==> config.mk <==
export PLATFORM = sky130hd
export DESIGN_NAME = actc_top
export DESIGN_NICKNAME = d
export VERILOG_FILES = /design/src/hdl/actc_pkg.sv /design/src/hdl/actc_core_clk_div.sv /design/src/hdl/actc_top.sv
export SDC_FILE = /design/constraint.sdc
export NUM_CORES = 1
export LEC_CHECK = 0
export BUFFER_PORTS_ARGS = -buffer_cell sky130_fd_sc_hd__buf_2
export CAP_MARGIN = 10
export CORE_ASPECT_RATIO = 0.9
export CORE_MARGIN = 1.5
export CORE_UTILIZATION = 30
export DETAILED_ROUTE_END_ITERATION = 7
export GPL_TIMING_DRIVEN = 0
export HOLD_SLACK_MARGIN = 0.06
export PLACE_DENSITY = 0.57
export SYNTH_ARGS = -nofsm -noshare
export SYNTH_HDL_FRONTEND = slang
export SYNTH_SLANG_ARGS = --single-unit
==> constraint.sdc <==
create_clock -name clk -period 4.6 [get_ports clk]
set_clock_uncertainty 0.05 [all_clocks]
set_input_delay 0.69 -clock clk [delete_from_list [all_inputs] [get_ports clk]]
set_output_delay 0.69 -clock clk [all_outputs]
set_load 0.005 [all_outputs]
==> src/hdl/actc_pkg.sv <==
// Package holding register map, field layouts, reset values and types of the core control block.
package actc_pkg;

  // ----------------------------------------------------------------
  // Register map (byte addresses)
  // ----------------------------------------------------------------
  localparam logic [5:0] ADDR_CORE_CONTROL_HIGH = 6'h00;
  localparam logic [5:0] ADDR_TRIG_LEVEL_LOW = 6'h04;
  localparam logic [5:0] ADDR_TRIG_LEVEL_HIGH = 6'h08;
  localparam logic [5:0] ADDR_IRQ_STATUS = 6'h0C;
  localparam logic [5:0] ADDR_IRQ_MASK = 6'h10;
  localparam logic [5:0] ADDR_CORE_STATUS = 6'h14;

  // ----------------------------------------------------------------
  // Field layouts and reset values
  // ----------------------------------------------------------------
  localparam int NUM_INPUTS = 22;
  localparam int TRIG_LOW_BITS = 16;
  localparam int TRIG_HIGH_BITS = 6;
  localparam int LEAD_LSB = 10;
  localparam int RES_LSB = 8;
  localparam int DIV_LSB = 0;
  localparam int CHAN_LSB = 8;
  localparam int NUM_EVENTS = 3;
  localparam logic [15:0] CORE_CONTROL_WMASK = 16'h1F7F;
  localparam logic [15:0] TRIG_HIGH_WMASK = 16'h003F;
  localparam logic [15:0] CORE_CONTROL_RESET = 16'h0300;
  localparam logic [15:0] TRIG_LEVEL_RESET = 16'h0000;

  // Event bit positions in the status and mask registers.
  localparam int EV_EARLY = 0;
  localparam int EV_DONE = 1;
  localparam int EV_OVERRUN = 2;

  // ----------------------------------------------------------------
  // Conversion timing
  // ----------------------------------------------------------------
  localparam logic [1:0] RES_6BIT = 2'h0;
  localparam logic [1:0] RES_8BIT = 2'h1;
  localparam logic [1:0] RES_10BIT = 2'h2;
  localparam logic [1:0] RES_12BIT = 2'h3;
  localparam logic [4:0] BITS_6 = 5'h06;
  localparam logic [4:0] BITS_8 = 5'h08;
  localparam logic [4:0] BITS_10 = 5'h0A;
  localparam logic [4:0] BITS_12 = 5'h0C;
  // Sample phase plus settling, in core clocks, added to the bit count.
  localparam logic [4:0] CONV_EXTRA_CLKS = 5'h02;
  // Lead code 0 means one core clock ahead.
  localparam logic [2:0] LEAD_OFFSET = 3'h1;
  localparam logic [7:0] DIV_MIN = 8'h02;

  // ----------------------------------------------------------------
  // Types
  // ----------------------------------------------------------------
  typedef struct packed {
    logic [2:0] early_irq_lead_sel;
    logic [1:0] resolution;
    logic [6:0] core_clk_divider;
  } actc_core_ctrl_t;

  typedef struct packed {
    logic busy;
    logic [4:0] channel;
  } actc_conv_state_t;

  typedef enum logic [0:0] {
    ST_IDLE,
    ST_CONVERT
  } actc_state_t;

endpackage

==> src/hdl/actc_core_clk_div.sv <==
// Core clock enable divider: one pulse per core clock period.
`timescale 1ns/1ps

module actc_core_clk_div
  import actc_pkg::*;
(
  input wire logic clk, // system clock
  input wire logic resetn, // synchronous reset, active low
  input wire logic [6:0] div_code, // core clock divider code
  output logic core_clk_en // one-cycle pulse per core clock
);

  logic [7:0] cnt;
  logic [7:0] next_cnt;
  logic next_en;
  logic [7:0] period;

  always_comb begin
    period = {div_code, 1'b0};
    if (period < DIV_MIN) begin
      period = DIV_MIN;
    end
    next_en = 1'b0;
    next_cnt = cnt - 8'h01;
    if (cnt == 8'h00) begin
      next_en = 1'b1;
      next_cnt = period - 8'h01;
    end
  end

  always_ff @(posedge clk) begin
    if (!resetn) begin
      cnt <= 8'h00;
      core_clk_en <= 1'b0;
    end else begin
      cnt <= next_cnt;
      core_clk_en <= next_en;
    end
  end

endmodule // actc_core_clk_div

==> src/hdl/actc_top.sv <==
// Control for one conversion core: timing fields, trigger modes, sequencer and register slave.
//
// Design decisions made here: the address map and the Avalon-MM slave port.
`timescale 1ns/1ps

module actc_top
  import actc_pkg::*;
(
  input wire logic clk, // 200 MHz system clock
  input wire logic resetn, // synchronous reset, active low
  input wire logic [5:0] avs_address, // Avalon byte address
  input wire logic avs_read, // Avalon read request
  input wire logic avs_write, // Avalon write request
  input wire logic [31:0] avs_writedata, // Avalon write data
  input wire logic [3:0] avs_byteenable, // Avalon byte enables
  output logic [31:0] avs_readdata, // Avalon read data
  output logic avs_waitrequest, // Avalon wait request
  input wire logic [NUM_INPUTS-1:0] trig_in, // asynchronous trigger pins
  output logic sar_start, // pulse: start one conversion
  output logic [4:0] sar_channel, // input being converted
  output logic [1:0] sar_resolution, // resolution of the conversion
  output logic core_clk_en, // core clock enable pulse
  output logic early_flag, // pulse: data ready in N core clocks
  output logic data_ready, // pulse: conversion result ready
  output logic irq // level interrupt
);

  // ----------------------------------------------------------------
  // Registers
  // ----------------------------------------------------------------
  actc_core_ctrl_t core_ctrl, next_core_ctrl;
  logic [NUM_INPUTS-1:0] trig_level, next_trig_level;
  logic [NUM_EVENTS-1:0] irq_status, next_irq_status;
  logic [NUM_EVENTS-1:0] irq_mask, next_irq_mask;
  logic [NUM_EVENTS-1:0] status_clr, next_status_clr;
  logic [31:0] next_readdata;
  logic next_waitrequest;
  logic next_irq;
  logic [NUM_EVENTS-1:0] events;

  function automatic logic [15:0] lane_merge(input logic [15:0] old_val,
                                             input logic [31:0] wdata,
                                             input logic [3:0] be,
                                             input logic [15:0] wmask);
    logic [15:0] m;
    m = {{8{be[1]}}, {8{be[0]}}} & wmask;
    lane_merge = (old_val & ~m) | (wdata[15:0] & m);
  endfunction

  logic acc_commit;
  logic [15:0] core_ctrl_word;
  logic [15:0] core_ctrl_new;
  logic [15:0] trig_low_new;
  logic [15:0] trig_high_new;
  actc_conv_state_t conv_state;

  // The access completes on the edge where waitrequest is seen low.
  assign acc_commit = (avs_read | avs_write) & ~avs_waitrequest;
  assign core_ctrl_word = {3'h0, core_ctrl.early_irq_lead_sel, core_ctrl.resolution,
                           1'b0, core_ctrl.core_clk_divider};
  assign core_ctrl_new = lane_merge(core_ctrl_word, avs_writedata, avs_byteenable,
                                    CORE_CONTROL_WMASK);
  assign trig_low_new = lane_merge(trig_level[TRIG_LOW_BITS-1:0], avs_writedata,
                                   avs_byteenable, 16'hFFFF);
  assign trig_high_new = lane_merge({10'h000, trig_level[NUM_INPUTS-1:TRIG_LOW_BITS]},
                                    avs_writedata, avs_byteenable, TRIG_HIGH_WMASK);

  always_comb begin
    next_core_ctrl = core_ctrl;
    next_trig_level = trig_level;
    next_irq_mask = irq_mask;
    next_readdata = avs_readdata;
    next_status_clr = status_clr;
    next_waitrequest = 1'b1;
    if ((avs_read | avs_write) & avs_waitrequest) begin
      next_waitrequest = 1'b0;
      next_readdata = 32'h0000_0000;
      next_status_clr = '0;
      if (avs_read) begin
        unique case (avs_address)
          ADDR_CORE_CONTROL_HIGH: next_readdata = {16'h0000, core_ctrl_word};
          ADDR_TRIG_LEVEL_LOW: next_readdata = {16'h0000, trig_level[TRIG_LOW_BITS-1:0]};
          ADDR_TRIG_LEVEL_HIGH: begin
            next_readdata = {26'h0000000, trig_level[NUM_INPUTS-1:TRIG_LOW_BITS]};
          end
          ADDR_IRQ_STATUS: begin
            next_readdata = {29'h00000000, irq_status};
            next_status_clr = irq_status;
          end
          ADDR_IRQ_MASK: next_readdata = {29'h00000000, irq_mask};
          ADDR_CORE_STATUS: begin
            next_readdata = {19'h00000, conv_state.channel, 7'h00, conv_state.busy};
          end
          default: next_readdata = 32'h0000_0000;
        endcase
      end
    end
    if (acc_commit & avs_write) begin
      unique case (avs_address)
        ADDR_CORE_CONTROL_HIGH: begin
          next_core_ctrl.early_irq_lead_sel = core_ctrl_new[LEAD_LSB+2:LEAD_LSB];
          next_core_ctrl.resolution = core_ctrl_new[RES_LSB+1:RES_LSB];
          next_core_ctrl.core_clk_divider = core_ctrl_new[DIV_LSB+6:DIV_LSB];
        end
        ADDR_TRIG_LEVEL_LOW: next_trig_level[TRIG_LOW_BITS-1:0] = trig_low_new;
        ADDR_TRIG_LEVEL_HIGH: begin
          next_trig_level[NUM_INPUTS-1:TRIG_LOW_BITS] = trig_high_new[TRIG_HIGH_BITS-1:0];
        end
        ADDR_IRQ_MASK: begin
          if (avs_byteenable[0]) begin
            next_irq_mask = avs_writedata[NUM_EVENTS-1:0];
          end
        end
        default: next_irq_mask = irq_mask;
      endcase
    end
    // Only bits that the read returned are cleared; a new event still wins.
    next_irq_status = irq_status;
    if (acc_commit & avs_read & (avs_address == ADDR_IRQ_STATUS)) begin
      next_irq_status = irq_status & ~status_clr;
    end
    next_irq_status = next_irq_status | events;
    next_irq = |(next_irq_status & next_irq_mask);
  end

  always_ff @(posedge clk) begin
    if (!resetn) begin
      core_ctrl <= actc_core_ctrl_t'({CORE_CONTROL_RESET[LEAD_LSB+2:LEAD_LSB],
                                      CORE_CONTROL_RESET[RES_LSB+1:RES_LSB],
                                      CORE_CONTROL_RESET[DIV_LSB+6:DIV_LSB]});
      trig_level <= {TRIG_LEVEL_RESET[TRIG_HIGH_BITS-1:0], TRIG_LEVEL_RESET};
      irq_status <= '0;
      irq_mask <= '0;
      status_clr <= '0;
      avs_readdata <= 32'h0000_0000;
      avs_waitrequest <= 1'b1;
      irq <= 1'b0;
    end else begin
      core_ctrl <= next_core_ctrl;
      trig_level <= next_trig_level;
      irq_status <= next_irq_status;
      irq_mask <= next_irq_mask;
      status_clr <= next_status_clr;
      avs_readdata <= next_readdata;
      avs_waitrequest <= next_waitrequest;
      irq <= next_irq;
    end
  end

  // ----------------------------------------------------------------
  // Trigger synchroniser and edge detect
  // ----------------------------------------------------------------
  logic [NUM_INPUTS-1:0] sync1, sync2, sync3, trig_filt, trig_prev;
  logic [NUM_INPUTS-1:0] next_trig_filt, trig_rise;

  always_comb begin
    // A change is accepted only once the second and third stages agree.
    next_trig_filt = (sync2 & sync3) | (trig_filt & (sync2 ^ sync3));
    trig_rise = trig_filt & ~trig_prev;
  end

  always_ff @(posedge clk) begin
    if (!resetn) begin
      sync1 <= '0;
      sync2 <= '0;
      sync3 <= '0;
      trig_filt <= '0;
      trig_prev <= '0;
    end else begin
      sync1 <= trig_in;
      sync2 <= sync1;
      sync3 <= sync2;
      trig_filt <= next_trig_filt;
      trig_prev <= trig_filt;
    end
  end

  // ----------------------------------------------------------------
  // Core clock divider
  // ----------------------------------------------------------------
  actc_core_clk_div u_div (
    .clk(clk),
    .resetn(resetn),
    .div_code(core_ctrl.core_clk_divider),
    .core_clk_en(core_clk_en)
  );

  // ----------------------------------------------------------------
  // Conversion sequencer
  // ----------------------------------------------------------------
  function automatic logic [4:0] first_set(input logic [NUM_INPUTS-1:0] v);
    first_set = 5'h00;
    for (int i = NUM_INPUTS - 1; i >= 0; i--) begin
      if (v[i]) begin
        first_set = 5'(i);
      end
    end
  endfunction

  function automatic logic [4:0] conv_clks(input logic [1:0] res);
    logic [4:0] bits;
    bits = BITS_12;
    unique case (res)
      RES_6BIT: bits = BITS_6;
      RES_8BIT: bits = BITS_8;
      RES_10BIT: bits = BITS_10;
      RES_12BIT: bits = BITS_12;
    endcase
    conv_clks = bits + CONV_EXTRA_CLKS;
  endfunction

  actc_state_t state, next_state;
  logic [NUM_INPUTS-1:0] edge_pend, next_edge_pend, want, start_mask;
  logic [4:0] remain, next_remain, next_channel;
  logic [1:0] next_resolution;
  logic next_start, next_early, next_ready;
  logic [2:0] lead_clks;

  always_comb begin
    next_state = state;
    next_remain = remain;
    next_channel = sar_channel;
    next_resolution = sar_resolution;
    next_start = 1'b0;
    next_early = 1'b0;
    next_ready = 1'b0;
    start_mask = '0;
    lead_clks = core_ctrl.early_irq_lead_sel + LEAD_OFFSET;
    // mode selects level or latched edge
    want = (trig_level & trig_filt) | (~trig_level & edge_pend);
    unique case (state)
      ST_IDLE: begin
        if (|want) begin
          next_channel = first_set(want);
          next_resolution = core_ctrl.resolution;
          next_remain = conv_clks(core_ctrl.resolution);
          next_start = 1'b1;
          start_mask[first_set(want)] = 1'b1;
          next_state = ST_CONVERT;
        end
      end
      ST_CONVERT: begin
        if (core_clk_en) begin
          next_remain = remain - 5'h01;
          if (next_remain == {2'h0, lead_clks}) begin
            next_early = 1'b1;
          end
          if (next_remain == 5'h00) begin
            next_ready = 1'b1;
            next_state = ST_IDLE;
          end
        end
      end
    endcase
    // one start per edge; new edge wins over the clear
    next_edge_pend = (edge_pend & ~start_mask) | (trig_rise & ~trig_level);
    events = '0;
    events[EV_EARLY] = next_early;
    events[EV_DONE] = next_ready;
    events[EV_OVERRUN] = |(trig_rise & ~trig_level & edge_pend & ~start_mask);
  end

  always_ff @(posedge clk) begin
    if (!resetn) begin
      state <= ST_IDLE;
      edge_pend <= '0;
      remain <= 5'h00;
      sar_channel <= 5'h00;
      sar_resolution <= CORE_CONTROL_RESET[RES_LSB+1:RES_LSB];
      sar_start <= 1'b0;
      early_flag <= 1'b0;
      data_ready <= 1'b0;
    end else begin
      state <= next_state;
      edge_pend <= next_edge_pend;
      remain <= next_remain;
      sar_channel <= next_channel;
      sar_resolution <= next_resolution;
      sar_start <= next_start;
      early_flag <= next_early;
      data_ready <= next_ready;
    end
  end

  assign conv_state.busy = (state == ST_CONVERT);
  assign conv_state.channel = sar_channel;

endmodule // actc_top

======== Yosys cells after proc, flatten, opt, wreduce, memory -nomap -nowiden ========
Cells that the tools add are included.
word-level totals
  register bits ........................... 234
  input port bits ......................... 68
cells by class
  $add $sub $neg .......................... 5
  magnitude comparators ................... 3
  equality and inequality tests ........... 11
  muxes and demuxes ....................... 56
  bitwise logic cells ..................... 41
  reduce and logical (&&, ||, !) cells .... 14
operators with widths
  operator               number
  $and A22 B22 Y22       9
  $mux W5                28
  $pmux W16 S6           1
  $not A22 Y22           3
  $or A22 B22 Y22        3
  $mux W22               2
  $reduce_or A22 Y1      2
  $and A16 B16 Y16       2
  $and A13 B13 Y13       2
  $xor A22 B22 Y22       1
  $pmux W5 S4            1
  $mux W3                6
  $mux W16               1
  $mux W8                2
  $not A16 Y16           1
  $or A16 B16 Y16        1
  $sub A8 B1 Y8 const B  2
  $not A13 Y13           1
  $or A13 B13 Y13        1
  $and A6 B6 Y6          2
  $eq A6 B4 Y1 const B   2
  $eq A6 B5 Y1 const B   2
  $mux W1                12
  $pmux W5 S2            1
  30 further kinds       42

======== Longest topological paths before layout ========
  word-level depth ........................ 39
  gate-level depth with buffers ........... 10
  depth with buffers taken out ............ 10

======== Hierarchy ========
Synthesis repeated with hierarchy kept, for this count alone.
unflattened totals
  cells, all modules ...................... 981
  area total of the unflattened synthesis .. 9180.1 µm²
by module, submodules not included
  module             times used  cells each  area an instance (µm²)
  actc_top           1           914         8585.7
  actc_core_clk_div  1           67          594.3

======== Worst setup path before layout ========
OpenSTA, ideal clock, no wires.
  path kind ............................... input to register
  start ................................... input port avs_address[1]
  end ..................................... register irq
  library setup time ...................... 0.128 ns
  arrival ................................. 2.295 ns
  data required time ...................... 4.422 ns
  path slack .............................. 2.126 ns
  stages .................................. 8
  cell sequence ........................... nor4_2 -> nand3_1 -> nor3b_1 -> a21boi_0 -> o21ai_0 -> o22ai_1 -> a2111oi_2 -> a21oi_1
between the ends
  word-level cells in the longest chain between the ends .. 6
  elaborated cells between the ends (all ways) .. 9
RTL lines
  element                 RTL line         RTL
  start: declaration      actc_top.sv:11   input wire logic [5:0] avs_address,
  $eq A6 B4 Y1            actc_top.sv:119  if (acc_commit & avs_read & (avs_address == ADDR_IRQ_STATUS)) begin
  $and A1 B1 Y1           actc_top.sv:119
  $mux W3                 actc_top.sv:119
  $or A3 B3 Y3            actc_top.sv:122  next_irq_status = next_irq_status | events;
  $and A3 B3 Y3 *         actc_top.sv:123  next_irq = |(next_irq_status & next_irq_mask);
  $reduce_or A3 Y1 *      actc_top.sv:123
  end signal: assignment  actc_top.sv:146  irq <= next_irq;
  end: declaration        actc_top.sv:25   output logic irq
Every way passes the cells marked *; elsewhere a longest branch is shown, timed or not.
A chain may end at the register's enable or synchronous reset.

==> impl_metrics.ini <==
[pwr]
seq_power_share_pct = 46.3
switching_share_pct = 23.2
comb_power_share_pct = 8.8
power.switching_w = 0.000998
clkPwrFrac_pct = 44.8
power_density_nw_per_um2 = 382
p_total_w = 0.00429
ir_worst_vdd_mv = 0.217
leakagePower_nw = 4.55
p_int_w = 0.00329

[die]
die_h_microns = 172
fp.dieArea_sq_um = 32800
initial_core_util_pct = 30.6
io_pins = 113
core_sq_um = 31100
die_w_microns = 191
rows = 61

[final_layout]
fin_util_pct = 36.2
antenna_cells = 0
nets = 1197
area_growth_syn_to_layout_pct = 18.2
fin_cells = 1523
drive_gt1_share_pct = 15.8
design_area_sq_um = 11200

[logic_synthesis]
synth_compound_area_share_pct = 13.2
netlist_top_cells_count = dfxtp_1 (218), and2_1 (107), nor2b_1 (79), mux2i_1 (70), nand2_1 (53)
yosysSeqAreaShare_pct = 45.9
synth_area_per_cell_sq_um = 9.67
synth_fa_ha_area_share_pct = 3.94
synth_simple_gate_area_share_pct = 22.8
synth_area_leader_cell = dfxtp_1
synth_flop_cell = dfxtp_1
syn-cell-area_sq_um = 9520
async_flop_share_pct = 0
ys_top_cells_by_area = dfxtp_1 (46%), mux2i_1 (7.4%), and2_1 (7.0%)
ys_types = 73
yosys_warnings = 0
yosys.area.top_type_share_pct = 45.9
synth_xor_area_share_pct = 1.20
synth_top_family_by_area = simple AND/OR/NAND/NOR gates
ys_ff_latch = 218
synthCells = 984
yosysMostFrequentCell = dfxtp_1
synthMuxAreaShare_pct = 9.24
synth-edff-count = 0

[clock_tree]
cts_hold_buf = 0
cts_resized = 0
insertion_delay_ps = 510
cts_made_buffers = 23
clk_pin_slew_ps = 60
clock_sinks = 218
htree_levels = 1
clock_path_buffers = 3
cts-root-buf = clkbuf_16
cts_setup_buffers = 0
cts_tree = yes

[run_status]
outcome = finished, final reports clean

[global_route]
grt_max_degree = 14
grt_pass1_vias = 6569
grt_first_pass_wirelength_microns = 39200
track_usage_pct = 15.6
gr-total-overflow = 0
grt_antenna_before_repair = 1

[critical_path]
crit_family = compound AO/OA/AOI/OAI gates
slowest_stage = dfxtp_1
crit_fanout = 5
crit_arrival_ps = 3660
cp_cell_sequence = mux2i_2 -> nand3_1 -> a31oi_1 -> o21ai_0 -> o311ai_0 -> o21ai_1 -> a2111oi_2 -> a21oi_1
cp-end-kind = flop
crit_path_max_incr_delay_ps = 550
crit_buf_inv = 0
cp-start-kind = flop
criticalPathCategory = flop to flop
crit_required_ps = 4910

[routing]
wl_microns = 25800
dr_total_vias = 7299
wire_per_inst_microns = 16.9
via_per_inst = 4.79
firstDrtPassIters = 6
drc = 0
ant_nets = 0
drt_iter0_markers = 493

[place]
gp_congestion = 0.895
postPlaceCellArea_sq_um = 10500
numPlacedInstances = 1483
place.port_buffers = 75
hpwl_microns = 19800

[hold_path]
hold_path.class = input pin to flop

[sta]
fin_setup_tns_ps = 0
grt_setup_unrepaired = no
fmax_mhz = 298
finalCritPeriodShare_pct = 72.8
report.final.setup_viol = 0
relSlewSlack_pct = 30.3
report.final.slew_viol_count = 0
worst_pin_slew_ps = 1040
hold_viol_final = 0
period_needed_ps = 3350

[job]
maxCapViolations = 0
==> cells by family (layout without fill, tap and decap cells) <==
| family | Yosys count | in the layout |
|---|---|---|
| buf+inv | 77 | 192 |
| flops | 218 | 218 |
| xor+xnor | 13 | 13 |
| fa+ha+maj | 30 | 30 |
| other cells | 1 | 16 |
| mux | 85 | 85 |
| simple gates | 371 | 371 |
| compound gates | 189 | 189 |
==> final cells by class <==
type | count | area [sq um]
multi-input combinational | 704 | 4860
buffer | 52 | 259
tap | 409 | 512
timing repair buffer | 75 | 375
inverter | 25 | 93.8
sequential | 218 | 4360
fill | 3179 | 19800
clock inverter | 7 | 113
clock buffer | 33 | 673
==> metal layers <==
| metal | part of all wire (%) | track usage, % | up-vias |
|---|---|---|---|
| li1 | - | - | 3634 |
| met1 | 50 | 23.0 | 3406 |
| met2 | 42 | 23.8 | 227 |
| met3 | 5.8 | 2.31 | 32 |
| met4 | 2.0 | 3.70 | 0 |
| met5 | 0 | 0 | - |
==> path summary, 6_finish.rpt <==
| check | start | end | slack, ps | depth (start not counted) |
|---|---|---|---|---|
| setup reg to reg | flop | irq | 1250 | 8 |
| setup / recovery | flop | irq | 1250 | 8 |
| hold reg to reg | sync1[0] | sync2[0] | 370 | 1 |
| hold / removal | trig_in[4] | sync1[4] | 340 | 2 |
==> metrics by stage <==
stage / hold slack [ps] / setup slack [ps]
after CTS: 317 / 1210
after floorplan: 362 / 2130
final: 342 / 1250
after global placement: 365 / 1190
after detailed placement: 367 / 1240
after global routing: 326 / 933
==> layout by cell type, fill, tap and decap left out, types with 19 or more instances in the layout <==
cell type and count:
dfxtp_1 218, nand2_1 53, nand3_1 25, and2_1 107, o21ai_0 44, clkbuf_16 23
ha_1 30, a21oi_1 46, mux2i_1 70, nor2_1 40, inv_1 25, a21boi_0 19
nor2b_1 79, clkbuf_1 37, buf_2 77
==> power groups by stage <==
stage	sequential [W]	clock [W]	combinational, W
6_report	0.00199	0.00192	0.000379
3_3_place_gp	0.00203	0	0.000376
3_5_place_dp	0.00203	0	0.000381
2_1_floorplan	0.00202	0	0.000269
5_1_grt	0.00199	0.00205	0.000425
4_1_cts	0.00199	0.00198	0.000382
Note: power is estimated with default switching activity, not from simulation.
